==> src/sie_pkg.sv <==
// shared constants and types of the status indicator encoder
package sie_pkg;
    // register byte offsets on the wishbone slave
    localparam logic [7:0] SIE_REG_CTRL   = 8'h00;
    localparam logic [7:0] SIE_REG_DIV    = 8'h04;
    localparam logic [7:0] SIE_REG_ENCL   = 8'h08;
    localparam logic [7:0] SIE_REG_EVCNT  = 8'h0C;
    localparam logic [7:0] SIE_REG_LAMP   = 8'h10;
    localparam logic [7:0] SIE_REG_DISP   = 8'h14;
    localparam logic [7:0] SIE_REG_EVT0   = 8'h20;
    // control register fields
    localparam int SIE_CTRL_BOOT_DONE = 0;
    localparam int SIE_CTRL_BOOT_ERR  = 1;
    localparam int SIE_CTRL_CODE_LSB  = 8;
    localparam logic [31:0] SIE_CTRL_RST  = 32'h0000_0000;
    localparam logic [31:0] SIE_ENCL_RST  = 32'h0000_0000;
    localparam logic [31:0] SIE_EVCNT_RST = 32'h0000_0001;
    // event entry fields: category in low byte, detail in next byte
    localparam int SIE_EVT_CAT_LSB = 0;
    localparam int SIE_EVT_DET_LSB = 8;
    // timing
    localparam int SIE_CLK_MHZ       = 100;
    localparam int SIE_FLASH_HALF_MS = 250;
    localparam int SIE_FLASH_CYCLES  = SIE_FLASH_HALF_MS * 1000 * SIE_CLK_MHZ;
    localparam int SIE_HOLD_TICKS    = 4;
    // segment patterns, bit order gfedcba
    localparam logic [6:0] SIE_SEG_DASH  = 7'h40;
    localparam logic [6:0] SIE_SEG_BLANK = 7'h00;

    typedef enum {SIE_SQ_CAT, SIE_SQ_DET, SIE_SQ_DELIM, SIE_SQ_BLANK} sie_seq_t;

    // steady when link, flashing when busy, dark without link
    function automatic logic sie_lamp(input logic link, input logic busy, input logic ph);
        sie_lamp = link & (busy ? ph : 1'b1);
    endfunction

    // hex nibble to seven segments
    function automatic logic [6:0] sie_seg(input logic [3:0] n);
        case (n)
            4'h0: sie_seg = 7'h3F;
            4'h1: sie_seg = 7'h06;
            4'h2: sie_seg = 7'h5B;
            4'h3: sie_seg = 7'h4F;
            4'h4: sie_seg = 7'h66;
            4'h5: sie_seg = 7'h6D;
            4'h6: sie_seg = 7'h7D;
            4'h7: sie_seg = 7'h07;
            4'h8: sie_seg = 7'h7F;
            4'h9: sie_seg = 7'h6F;
            4'hA: sie_seg = 7'h77;
            4'hB: sie_seg = 7'h7C;
            4'hC: sie_seg = 7'h39;
            4'hD: sie_seg = 7'h5E;
            4'hE: sie_seg = 7'h79;
            default: sie_seg = 7'h71;
        endcase
    endfunction
endpackage

==> src/sie_tick_gen.sv <==
// flash phase and hold tick divider
`timescale 1ns/10ps
`default_nettype none
module sie_tick_gen
(
    // clock and reset
    input  wire logic        sys_clk,
    input  wire logic        rstn,
    // half flash period in clock cycles
    input  wire logic [31:0] div_count,
    // outputs
    output logic             tick,
    output logic             flash_phase
);
    logic [31:0] cnt_r;
    wire         wrap = (cnt_r >= div_count - 32'h1) | (div_count == 32'h0);

    // one divider feeds every flash and every hold time
    always_ff @(posedge sys_clk or negedge rstn)
    begin
        if (!rstn)
        begin
            cnt_r       <= 32'h0;
            tick        <= 1'b0;
            flash_phase <= 1'b0;
        end
        else
        begin
            cnt_r <= wrap ? 32'h0 : cnt_r + 32'h1;
            tick  <= wrap;
            if (wrap)
                flash_phase <= ~flash_phase;
        end
    end
endmodule // sie_tick_gen
`default_nettype wire

==> src/sie_top.sv <==
// status indicator encoder: lamps, numeric display and wishbone registers
//
// The register addresses and the Wishbone slave port were left to the implementer.
`timescale 1ns/10ps
`default_nettype none
module sie_top
#(
    parameter int N_ISCSI    = 4,
    parameter int N_FC       = 4,
    parameter int N_DRV      = 12,
    parameter int N_EVT      = 8,
    parameter int FLASH_DIV  = sie_pkg::SIE_FLASH_CYCLES
)
(
    // clock and reset
    input  wire logic                 sys_clk,
    input  wire logic                 rstn,
    // wishbone slave
    input  wire logic                 wb_cyc_i,
    input  wire logic                 wb_stb_i,
    input  wire logic                 wb_we_i,
    input  wire logic [7:0]           wb_adr_i,
    input  wire logic [3:0]           wb_sel_i,
    input  wire logic [31:0]          wb_dat_i,
    output logic [31:0]               wb_dat_o,
    output logic                      wb_ack_o,
    // management ethernet and controller status
    input  wire logic                 mgmt_link_up,
    input  wire logic                 mgmt_gig,
    input  wire logic                 mgmt_traffic,
    input  wire logic                 sas_link_problem,
    input  wire logic                 sas_link_up,
    input  wire logic                 sas_traffic,
    input  wire logic                 cache_backup_en,
    input  wire logic                 cache_has_data,
    input  wire logic                 cache_offload,
    input  wire logic                 ctrl_fault,
    input  wire logic                 io_active,
    input  wire logic                 batt_full,
    input  wire logic                 batt_charging,
    input  wire logic                 batt_no_hold,
    // host port adapters
    input  wire logic [N_ISCSI-1:0]   iscsi_link_up,
    input  wire logic [N_ISCSI-1:0]   iscsi_gig,
    input  wire logic [N_ISCSI-1:0]   iscsi_traffic,
    input  wire logic [N_FC-1:0]      fc_module_ok,
    input  wire logic [2*N_FC-1:0]    fc_rate,
    input  wire logic                 tengig_link_up,
    input  wire logic                 tengig_rate_10g,
    input  wire logic                 tengig_acquiring,
    input  wire logic                 tengig_traffic,
    // drives and enclosure
    input  wire logic [N_DRV-1:0]     drive_active,
    input  wire logic [N_DRV-1:0]     drive_failed,
    input  wire logic [N_DRV-1:0]     drive_rebuild,
    input  wire logic                 overtemp,
    input  wire logic                 psu_fault,
    input  wire logic                 enclosure_service_module_fault,
    input  wire logic                 enclosure_service_module_link_ok,
    // controller lamps
    output logic                      mgmt_speed_led,
    output logic                      mgmt_act_led,
    output logic                      sas_service_led,
    output logic                      sas_link_led,
    output logic                      cache_led,
    output logic                      ctrl_fault_led,
    output logic                      remove_ok_led,
    output logic                      batt_charge_led,
    output logic                      batt_fault_led,
    // host port lamps
    output logic [N_ISCSI-1:0]        iscsi_act_led,
    output logic [N_ISCSI-1:0]        iscsi_speed_led,
    output logic [N_FC-1:0]           fc_2g_led,
    output logic [N_FC-1:0]           fc_4g_led,
    output logic                      tengig_rate_led,
    output logic                      tengig_act_led,
    // front lamps
    output logic [N_DRV-1:0]          drive_act_led,
    output logic [N_DRV-1:0]          drive_status_led,
    output logic                      overtemp_led,
    output logic                      sys_error_led,
    output logic                      encl_link_fault_led,
    output logic                      encl_link_up_led,
    // numeric display
    output logic                      diag_led,
    output logic                      heartbeat_led,
    output logic [6:0]                seg_tens,
    output logic [6:0]                seg_ones
);
    import sie_pkg::*;

    localparam int EW = $clog2(N_EVT);

    // registers
    logic [31:0]      ctrl_r;
    logic [31:0]      div_r;
    logic [31:0]      encl_r;
    logic [31:0]      evcnt_r;
    logic [15:0]      evt_r [N_EVT];
    logic             tick;
    logic             ph;
    sie_seq_t         seq_r;
    sie_seq_t         seq_nxt;
    logic [EW-1:0]    idx_r;
    logic [EW-1:0]    idx_nxt;
    logic [2:0]       hold_r;

    sie_tick_gen u_tick
    (
        .sys_clk     (sys_clk),
        .rstn        (rstn),
        .div_count   (div_r),
        .tick        (tick),
        .flash_phase (ph)
    );

    // bus decode
    wire        wb_req   = wb_cyc_i & wb_stb_i & ~wb_ack_o;
    wire        wb_wr    = wb_req & wb_we_i;
    wire [31:0] sel_mask = {{8{wb_sel_i[3]}}, {8{wb_sel_i[2]}},
                            {8{wb_sel_i[1]}}, {8{wb_sel_i[0]}}};
    wire        evt_hit  = (wb_adr_i >= SIE_REG_EVT0)
                         & (wb_adr_i < SIE_REG_EVT0 + 8'(4 * N_EVT))
                         & (wb_adr_i[1:0] == 2'b00);
    wire [7:0]  evt_off  = wb_adr_i - SIE_REG_EVT0;
    wire [EW-1:0] evt_ix = evt_off[EW+1:2];

    function automatic logic [31:0] merge(input logic [31:0] old, input logic [31:0] nw,
                                          input logic [31:0] m);
        merge = (old & ~m) | (nw & m);
    endfunction

    // mode decode
    wire boot_done = ctrl_r[SIE_CTRL_BOOT_DONE];
    wire boot_err  = ctrl_r[SIE_CTRL_BOOT_ERR];
    wire [7:0] boot_code = ctrl_r[SIE_CTRL_CODE_LSB +: 8];
    wire running   = boot_done & ~boot_err;
    wire [EW:0] ev_n = (evcnt_r == 32'h0) ? (EW+1)'(1)
                     : (evcnt_r > 32'(N_EVT)) ? (EW+1)'(N_EVT) : evcnt_r[EW:0];
    wire last_ev   = ({1'b0, idx_r} + (EW+1)'(1)) >= ev_n;
    wire hold_end  = tick & (hold_r == 3'(SIE_HOLD_TICKS - 1));

    // error sequence: category, detail, delimiter between pairs, blank, repeat
    always_comb
    begin
        seq_nxt = seq_r;
        idx_nxt = idx_r;
        if (!boot_err)
        begin
            seq_nxt = SIE_SQ_CAT;
            idx_nxt = '0;
        end
        else if (hold_end)
        begin
            case (seq_r)
                SIE_SQ_CAT:   seq_nxt = SIE_SQ_DET;
                SIE_SQ_DET:   seq_nxt = last_ev ? SIE_SQ_BLANK : SIE_SQ_DELIM;
                SIE_SQ_DELIM:
                begin
                    seq_nxt = SIE_SQ_CAT;
                    idx_nxt = idx_r + EW'(1);
                end
                SIE_SQ_BLANK:
                begin
                    seq_nxt = SIE_SQ_CAT;
                    idx_nxt = '0;
                end
                default:      seq_nxt = SIE_SQ_CAT;
            endcase
        end
    end

    // display content
    wire [15:0] cur_evt  = evt_r[idx_r];
    wire [7:0]  show_val = running ? encl_r[7:0]
                         : ~boot_err ? boot_code
                         : (seq_r == SIE_SQ_CAT) ? cur_evt[SIE_EVT_CAT_LSB +: 8]
                         : cur_evt[SIE_EVT_DET_LSB +: 8];
    wire        dash     = boot_err & (seq_r == SIE_SQ_DELIM);
    wire        blank    = boot_err & (seq_r == SIE_SQ_BLANK);
    wire [6:0]  tens_nxt = blank ? SIE_SEG_BLANK : dash ? SIE_SEG_DASH
                         : sie_seg(show_val[7:4]);
    wire [6:0]  ones_nxt = blank ? SIE_SEG_BLANK : dash ? SIE_SEG_DASH
                         : sie_seg(show_val[3:0]);

    // per port lamp decode
    wire [N_ISCSI-1:0] iscsi_act_nxt;
    wire [N_FC-1:0]    fc2_nxt;
    wire [N_FC-1:0]    fc4_nxt;
    wire [N_DRV-1:0]   drv_stat_nxt;
    genvar g;
    generate
        for (g = 0; g < N_ISCSI; g++)
        begin : g_iscsi
            assign iscsi_act_nxt[g] = sie_lamp(iscsi_link_up[g], iscsi_traffic[g], ph);
        end
        for (g = 0; g < N_FC; g++)
        begin : g_fc
            // rate code 0: 2G, 1: 4G, 2: 8G; missing module darkens both
            assign fc2_nxt[g] = fc_module_ok[g] & (fc_rate[2*g +: 2] != 2'h1);
            assign fc4_nxt[g] = fc_module_ok[g] & (fc_rate[2*g +: 2] != 2'h0);
        end
        for (g = 0; g < N_DRV; g++)
        begin : g_drv
            // failure outranks rebuild flashing
            assign drv_stat_nxt[g] = drive_failed[g] | (drive_rebuild[g] & ph);
        end
    endgenerate

    wire sys_err_nxt = psu_fault | ctrl_fault | (|drive_failed)
                     | enclosure_service_module_fault;
    wire [31:0] lamp_word = {14'h0, diag_led, heartbeat_led, encl_link_up_led,
                             encl_link_fault_led, sys_error_led, overtemp_led,
                             tengig_act_led, tengig_rate_led, batt_fault_led,
                             batt_charge_led, remove_ok_led, ctrl_fault_led, cache_led,
                             sas_link_led, sas_service_led, mgmt_act_led, mgmt_speed_led,
                             1'b0};
    wire [31:0] disp_word = {8'h0, 2'(seq_r), 2'h0, 4'(idx_r), 2'h0, seg_tens, seg_ones};
    wire [31:0] rd_nxt = (wb_adr_i == SIE_REG_CTRL)  ? ctrl_r
                       : (wb_adr_i == SIE_REG_DIV)   ? div_r
                       : (wb_adr_i == SIE_REG_ENCL)  ? encl_r
                       : (wb_adr_i == SIE_REG_EVCNT) ? evcnt_r
                       : (wb_adr_i == SIE_REG_LAMP)  ? lamp_word
                       : (wb_adr_i == SIE_REG_DISP)  ? disp_word
                       : evt_hit ? {16'h0, evt_r[evt_ix]} : 32'h0;

    // wishbone slave, one wait state, unmapped reads zero
    always_ff @(posedge sys_clk or negedge rstn)
    begin
        if (!rstn)
        begin
            wb_ack_o <= 1'b0;
            wb_dat_o <= 32'h0;
            ctrl_r   <= SIE_CTRL_RST;
            div_r    <= 32'(FLASH_DIV);
            encl_r   <= SIE_ENCL_RST;
            evcnt_r  <= SIE_EVCNT_RST;
        end
        else
        begin
            wb_ack_o <= wb_req;
            wb_dat_o <= wb_req ? rd_nxt : 32'h0;
            if (wb_wr && wb_adr_i == SIE_REG_CTRL)
                ctrl_r <= merge(ctrl_r, wb_dat_i, sel_mask);
            if (wb_wr && wb_adr_i == SIE_REG_DIV)
                div_r <= merge(div_r, wb_dat_i, sel_mask);
            if (wb_wr && wb_adr_i == SIE_REG_ENCL)
                encl_r <= merge(encl_r, wb_dat_i, sel_mask);
            if (wb_wr && wb_adr_i == SIE_REG_EVCNT)
                evcnt_r <= merge(evcnt_r, wb_dat_i, sel_mask);
        end
    end

    always_ff @(posedge sys_clk or negedge rstn)
    begin
        if (!rstn)
            for (int i = 0; i < N_EVT; i++)
                evt_r[i] <= 16'h0;
        else if (wb_wr && evt_hit)
            evt_r[evt_ix] <= 16'(merge({16'h0, evt_r[evt_ix]}, wb_dat_i, sel_mask));
    end

    // sequencer holding each code for SIE_HOLD_TICKS ticks of the divider
    always_ff @(posedge sys_clk or negedge rstn)
    begin
        if (!rstn)
        begin
            seq_r  <= SIE_SQ_CAT;
            idx_r  <= '0;
            hold_r <= 3'h0;
        end
        else
        begin
            seq_r <= seq_nxt;
            idx_r <= idx_nxt;
            if (!boot_err || hold_end)
                hold_r <= 3'h0;
            else if (tick)
                hold_r <= hold_r + 3'h1;
        end
    end

    // registered lamp outputs
    always_ff @(posedge sys_clk or negedge rstn)
    begin
        if (!rstn)
        begin
            {mgmt_speed_led, mgmt_act_led, sas_service_led, sas_link_led} <= 4'h0;
            {cache_led, ctrl_fault_led, remove_ok_led} <= 3'h0;
            {batt_charge_led, batt_fault_led, tengig_rate_led, tengig_act_led} <= 4'h0;
            {overtemp_led, sys_error_led, encl_link_fault_led, encl_link_up_led} <= 4'h0;
            {diag_led, heartbeat_led} <= 2'h0;
            iscsi_act_led    <= '0;
            iscsi_speed_led  <= '0;
            fc_2g_led        <= '0;
            fc_4g_led        <= '0;
            drive_act_led    <= '0;
            drive_status_led <= '0;
            seg_tens         <= SIE_SEG_BLANK;
            seg_ones         <= SIE_SEG_BLANK;
        end
        else
        begin
            mgmt_speed_led   <= mgmt_link_up & mgmt_gig;
            mgmt_act_led     <= sie_lamp(mgmt_link_up, mgmt_traffic, ph);
            sas_service_led  <= sas_link_problem;
            sas_link_led     <= sie_lamp(sas_link_up, sas_traffic, ph);
            cache_led        <= cache_offload ? ph : (cache_backup_en & cache_has_data);
            ctrl_fault_led   <= ctrl_fault;
            remove_ok_led    <= ~io_active & ~cache_has_data & ~cache_offload;
            batt_charge_led  <= ~batt_no_hold & (batt_full | (batt_charging & ph));
            batt_fault_led   <= batt_no_hold;
            iscsi_act_led    <= iscsi_act_nxt;
            iscsi_speed_led  <= iscsi_link_up & iscsi_gig;
            fc_2g_led        <= fc2_nxt;
            fc_4g_led        <= fc4_nxt;
            tengig_rate_led  <= tengig_acquiring ? ph
                              : (tengig_link_up & tengig_rate_10g);
            tengig_act_led   <= sie_lamp(tengig_link_up, tengig_traffic, ph);
            drive_act_led    <= drive_active & {N_DRV{ph}};
            drive_status_led <= drv_stat_nxt;
            overtemp_led     <= overtemp;
            sys_error_led    <= sys_err_nxt;
            encl_link_fault_led <= ~enclosure_service_module_link_ok;
            encl_link_up_led   <= enclosure_service_module_link_ok;
            diag_led         <= ~running & ~blank;
            heartbeat_led    <= running & ph;
            seg_tens         <= tens_nxt;
            seg_ones         <= ones_nxt;
        end
    end
endmodule // sie_top
`default_nettype wire

==> config.mk <==
export PLATFORM = sky130hd
export DESIGN_NAME = sie_top
export DESIGN_NICKNAME = d
export VERILOG_FILES = /design/src/sie_pkg.sv /design/src/sie_tick_gen.sv /design/src/sie_top.sv
export SDC_FILE = /design/constraint.sdc
export NUM_CORES = 1
export LEC_CHECK = 0
export BUFFER_PORTS_ARGS = -buffer_cell sky130_fd_sc_hd__buf_2
export CORE_MARGIN = 4
export CORE_UTILIZATION = 45
export DETAILED_ROUTE_END_ITERATION = 10
export PLACE_DENSITY = 0.63
export SKIP_LAST_GASP = 1
export SYNTH_ARGS = -nofsm -noshare
export SYNTH_HDL_FRONTEND = slang
export SYNTH_SLANG_ARGS = --single-unit
==> constraint.sdc <==
create_clock -name sys_clk -period 4.7 [get_ports sys_clk]
set_input_delay 0.235 -clock sys_clk [delete_from_list [all_inputs] [get_ports sys_clk]]
set_output_delay 0.235 -clock sys_clk [all_outputs]
set_load 0.01 [all_outputs]
# == After elaboration in Yosys (flattened, before gate mapping) ==
# Memory sizes are Yosys's and may differ from the RTL's.
# Index checks and enable logic that the tools add are counted.
# word_totals
register_bits,432
rom_bits,224
n_memories,2
inputBits,131
# op_classes
n_addsub,6
n_reduce_logical,21
order_cmp,8
bitwise_logic,88
mux,45
n_eq_ne,17
# mem_list
memory,words,width,rd,rd_ports_with_merged_regs,wr,line_no,text
(name not given),16,7,1,0,0,sie_pkg.sv:39,case (n)
(name not given),16,7,1,0,0,sie_pkg.sv:39,
# ops
operator,n
$mux 32,8
$and 32x32->32,5
$bwmux 128,1
$logic_not 32->1,4
$or 32x32->32,4
$bmux 16 s3,2
$mux 16,6
$eq 32x2->1 const B,2
$eq 32x3->1 const B,2
$demux 16 s3,1
$mux 24,2
$and 1x1->1,45
$add 32x1->32 const B,1
$eq 32x1->1 const B,1
$ge 32x32->1,1
$gt 32x4->1 const B,1
$not 32->32,1
$sub 32x1->32 const B,1
$mux 7,4
$mux 8,3
$or 1x1->1,17
$and 16x16->16,1
$eq 8x4->1 const B,2
$eq 8x5->1 const B,2
other kinds (30),68

# == Longest topological paths before layout ==
# depth
depth_word,13
ltp_mapped,17
mapped_depth_nobuf,14

# == By module ==
# From an unflattened synthesis, not the netlist that was laid out.
# unflattened
cells_unflattened,1828
hier_area_um2,20235.7
# by_module_without_submodules
module,cells_each,n_inst,area_each_um2,seq_area_each_um2
sie_top,1512,1,17421.7,9225.1
sie_tick_gen,316,1,2813.9,850.8

# == Worst setup path before layout ==
# OpenSTA, ideal clock, no wires.
# synth_path
kind,register to register
from,register (tool-made name)
to,register u_tick.cnt_r[10]
synth_period_minus_slack_ns,3.628
t_arrival_ns,3.555
setup_slack_ns,1.072
path_stages_with_launch,17
t_required_ns,4.627
setup_ns,0.073
cell_sequence,dfrtp_1 -> or4_1 -> or3_1 -> or3_1 -> clkbuf_1 -> nor3_2 -> xnor2_1 -> ha_1 -> a21o_1 -> a21oi_1 -> o21ai_0 -> nand2_1 -> o2111ai_1 -> a211o_1 -> buf_4 -> buf_4 -> nor2_1
# synth_rtl
element,line_no,text
"end signal, assigned",sie_tick_gen.sv:29,cnt_r <= wrap ? 32'h0 : cnt_r + 32'h1;
"end, declared",sie_tick_gen.sv:15,logic [31:0] cnt_r;

==> impl_metrics.yaml <==
route:
  vias: 15380
  first_pass_iters: 7
  totalWireLength_um: 62570
  wire_per_inst_um: 23.59
  drt_iter0_drc: 1347
  remaining_drc_errors: 0
  ant_nets: 0
  drt-vias-per-instance: 5.797
worst_setup_path:
  critPathRequiredTime_ps: 5200
  cp_max_fo: 22
  critPathKind: "flop to flop"
  path_delay_family: "simple AND/OR/NAND/NOR gates"
  slowest_stage: "or4_1"
  path_buf_inv: 1
  cpPeakStageDelay_ps: 600
  start_kind: "flop"
  setup.worst_path.end_class: "flop"
  crit_chain: "or4_1 -> nor3_2 -> nand2_1 -> or3_1 -> nor3_2 -> xnor2_1 -> ha_1 -> a21o_1 -> a21oi_1 -> o21ai_0 -> nand2_1 -> o2111ai_1 -> a211o_1 -> buf_4 -> nor2_1"
  arrival_ps: 4690
synthesis:
  synth_top_area_cell: "dfrtp_1"
  synth.area.top_cells: "dfrtp_1, mux2_2, mux4_2"
  ys_seq_area_share_pct: 49.25
  yosys_warnings: 0
  ys_async_sr_fraction_pct: 100.0
  syn_area_sq_um: 20460
  syn_nets: 1858
  synthFlopType: "dfrtp_1"
  netlist.area_leader.share_pct: 47.58
  ys_seq_elements: 402
  synth_edf_count: 0
  synth_cell_types: 72
  syn-instance-count: 1674
  syn_area_per_cell_sq_um: 12.22
timing:
  tightest_slew_ps: 1051
  finalHoldViolCount: 0
  slew_viol_final: 0
  max-slew-margin-rel_pct: 29.45
  rsz0062_at_grt: "no"
  finClkSkew_ps: 31.25
  layout_setup_ws_ps: 515.4
  fmax_ghz: 0.2390
  finalSetupViolations: 0
  fin_hold_ws_ps: 41.36
  fin_tns_setup_ps: 0
  min_period_ps: 4185
  period_share_pct: 89.03
die:
  start_util_pct: 45.86
  rows: 77
  dieArea_sq_um: 48940
  die_w_um: 221.2
  io_pins: 235
  core-area_sq_um: 44610
  die_h_um: 221.2
clock_network:
  clockBufferDepth: 3
  htreeDepth: 2
  cts_buffers: 46
  clk_latency_ps: 600
  postCtsResizedCells: 0
  cts_root_buf: "clkbuf_16"
  clkTransAtPathRegs_ps: 60
  cts_setup_buffers: 0
  cts_tree: "yes"
  cts.sinks: 402
grt:
  grtUsageTotal_pct: 25.13
  grt_antenna_before_repair: 6
  grt_max_degree: 110
  grt_pass1_wl_um: 97010
  grt_overflow: 0
  grt_pass1_vias: 16010
min_path:
  hold_start: "wb_dat_i[8]"
  min_path_type: "input pin to flop"
finish:
  stdcell_count: 2653
  fillCellCount: 3748
  area_delta_synth_final_pct: 22.27
  fin_nets: 2209
  drive_gt1_share_pct: 34.31
  mostFrequentLayoutCell: "dfrtp_1"
  utilization_pct: 56.08
  layout_common_cells: "dfrtp_1, mux2_2, buf_2, dlygate4sd3_1, nand2_1"
  stdcell_area_sq_um: 25020
placement:
  place.gp.congestion: 0.9246
  post_dp_cell_area_sq_um: 22320
  numPortBuffers: 234
  hpwl_um: 43100
  pre_cts_ws_ps: 538.3
  dp_cells: 2455
job:
  cap_violations: 0
pwr:
  power_leakage_nw: 11.96
  powerDensity_nw_per_um2: 325.6
  clock_power_share_pct: 45.3
  pwr-share-comb_pct: 10.3
  fin_total_pwr_mw: 8.145
  switching_power_mw: 2.020
  swShare_pct: 24.80
  ir_drop_mv: 0.2845
  seqPwrFrac_pct: 44.4
  intPower_mw: 6.125
run_status:
  status: "complete, no violations"
-- synth_stat cells (3+ instances only) --
master and count:
dfstp_2 13, a21boi_0 13, o22ai_1 6, buf_1 11, nor2_1 92, clkbuf_1 39
a22o_1 7, and4_1 3, inv_1 28, mux2_1 6, a221oi_1 6, a211oi_1 8
a32oi_1 6, nor4_1 18, nand2b_1 7, dfrtp_1 389, or3_1 6, o2111ai_1 3
buf_4 12, ha_1 53, nor3_2 5, xor2_1 26, nand2_1 111, o21a_1 8
mux2_2 276, and3_1 19, mux4_2 53, nand3_1 26, o221ai_1 4, and2_1 28
buf_2 20, or4_1 4, a22oi_1 27, xnor2_1 36, nand4_1 15, nor3_1 27
o21ai_0 41, a222oi_1 5, a21o_1 18, mux2i_1 68, nor3b_1 4, nor2b_1 23
a21oi_1 71
-- layout make-up --
cell class / instances / area (sq um) / area share (%)
repair buffers: 386 / 2638 / 10.54
diodes: 3 / 7.507 / 0.03001
well taps: 592 / 740.7 / 2.961
clock inverters: 13 / 190.2 / 0.7603
flip-flops and latches: 402 / 10080 / 40.28
inverters: 29 / 108.9 / 0.4352
clock buffers: 68 / 1354 / 5.412
multi-input cells: 1160 / 9899 / 39.57
-- routing by layer --
layer | track usage (%) | wire length (um) | vias up
met4 | 9.201 | 2345 | 2
li1 | - | - | 6829
met3 | 3.764 | 3408 | 140
met5 | 0 | 9 | -
met1 | 32.61 | 25310 | 7942
met2 | 43.10 | 31510 | 467
-- worst paths after layout --
path | slack [ps] | cells after the start | end
setup / recovery | 520 | 15 | u_tick.cnt_r[25]
hold / removal | 40 | 2 | flop
setup reg to reg | 520 | 15 | u_tick.cnt_r[25]
hold reg to reg | 490 | 1 | flop
max in group asynchronous | 3270 | 3 | wb_dat_o[21]
min in group asynchronous | 280 | 2 | iscsi_speed_led[1]
-- cells by family after synthesis --
logic type	share of synthesized area, %
AOI/OAI and AO/OA	7.608
xor gates and xnor gates	2.654
adders and majority gates	3.241
buffers and inverters	2.434
DFF	49.25
muxes	24.76
and+or+nand+nor	10.05
-- repair_timing --
action | 4_1_cts | 5_1_grt
hold buffers | 114 | 0
setup endpoints to repair | 0 | 0
endpoints found under the hold margin | 233 | 0
-- power groups by stage --
stage	registers [mW]	logic [mW]	clock network [mW]
after global routing	3.63	0.913	3.90
after floorplan	3.71	0.318	0
after CTS	3.62	0.830	3.75
after global placement	3.68	0.704	0
after detailed placement	3.68	0.719	0
final	3.62	0.836	3.69
No activity file was read; power rests on OpenSTA's default activity.
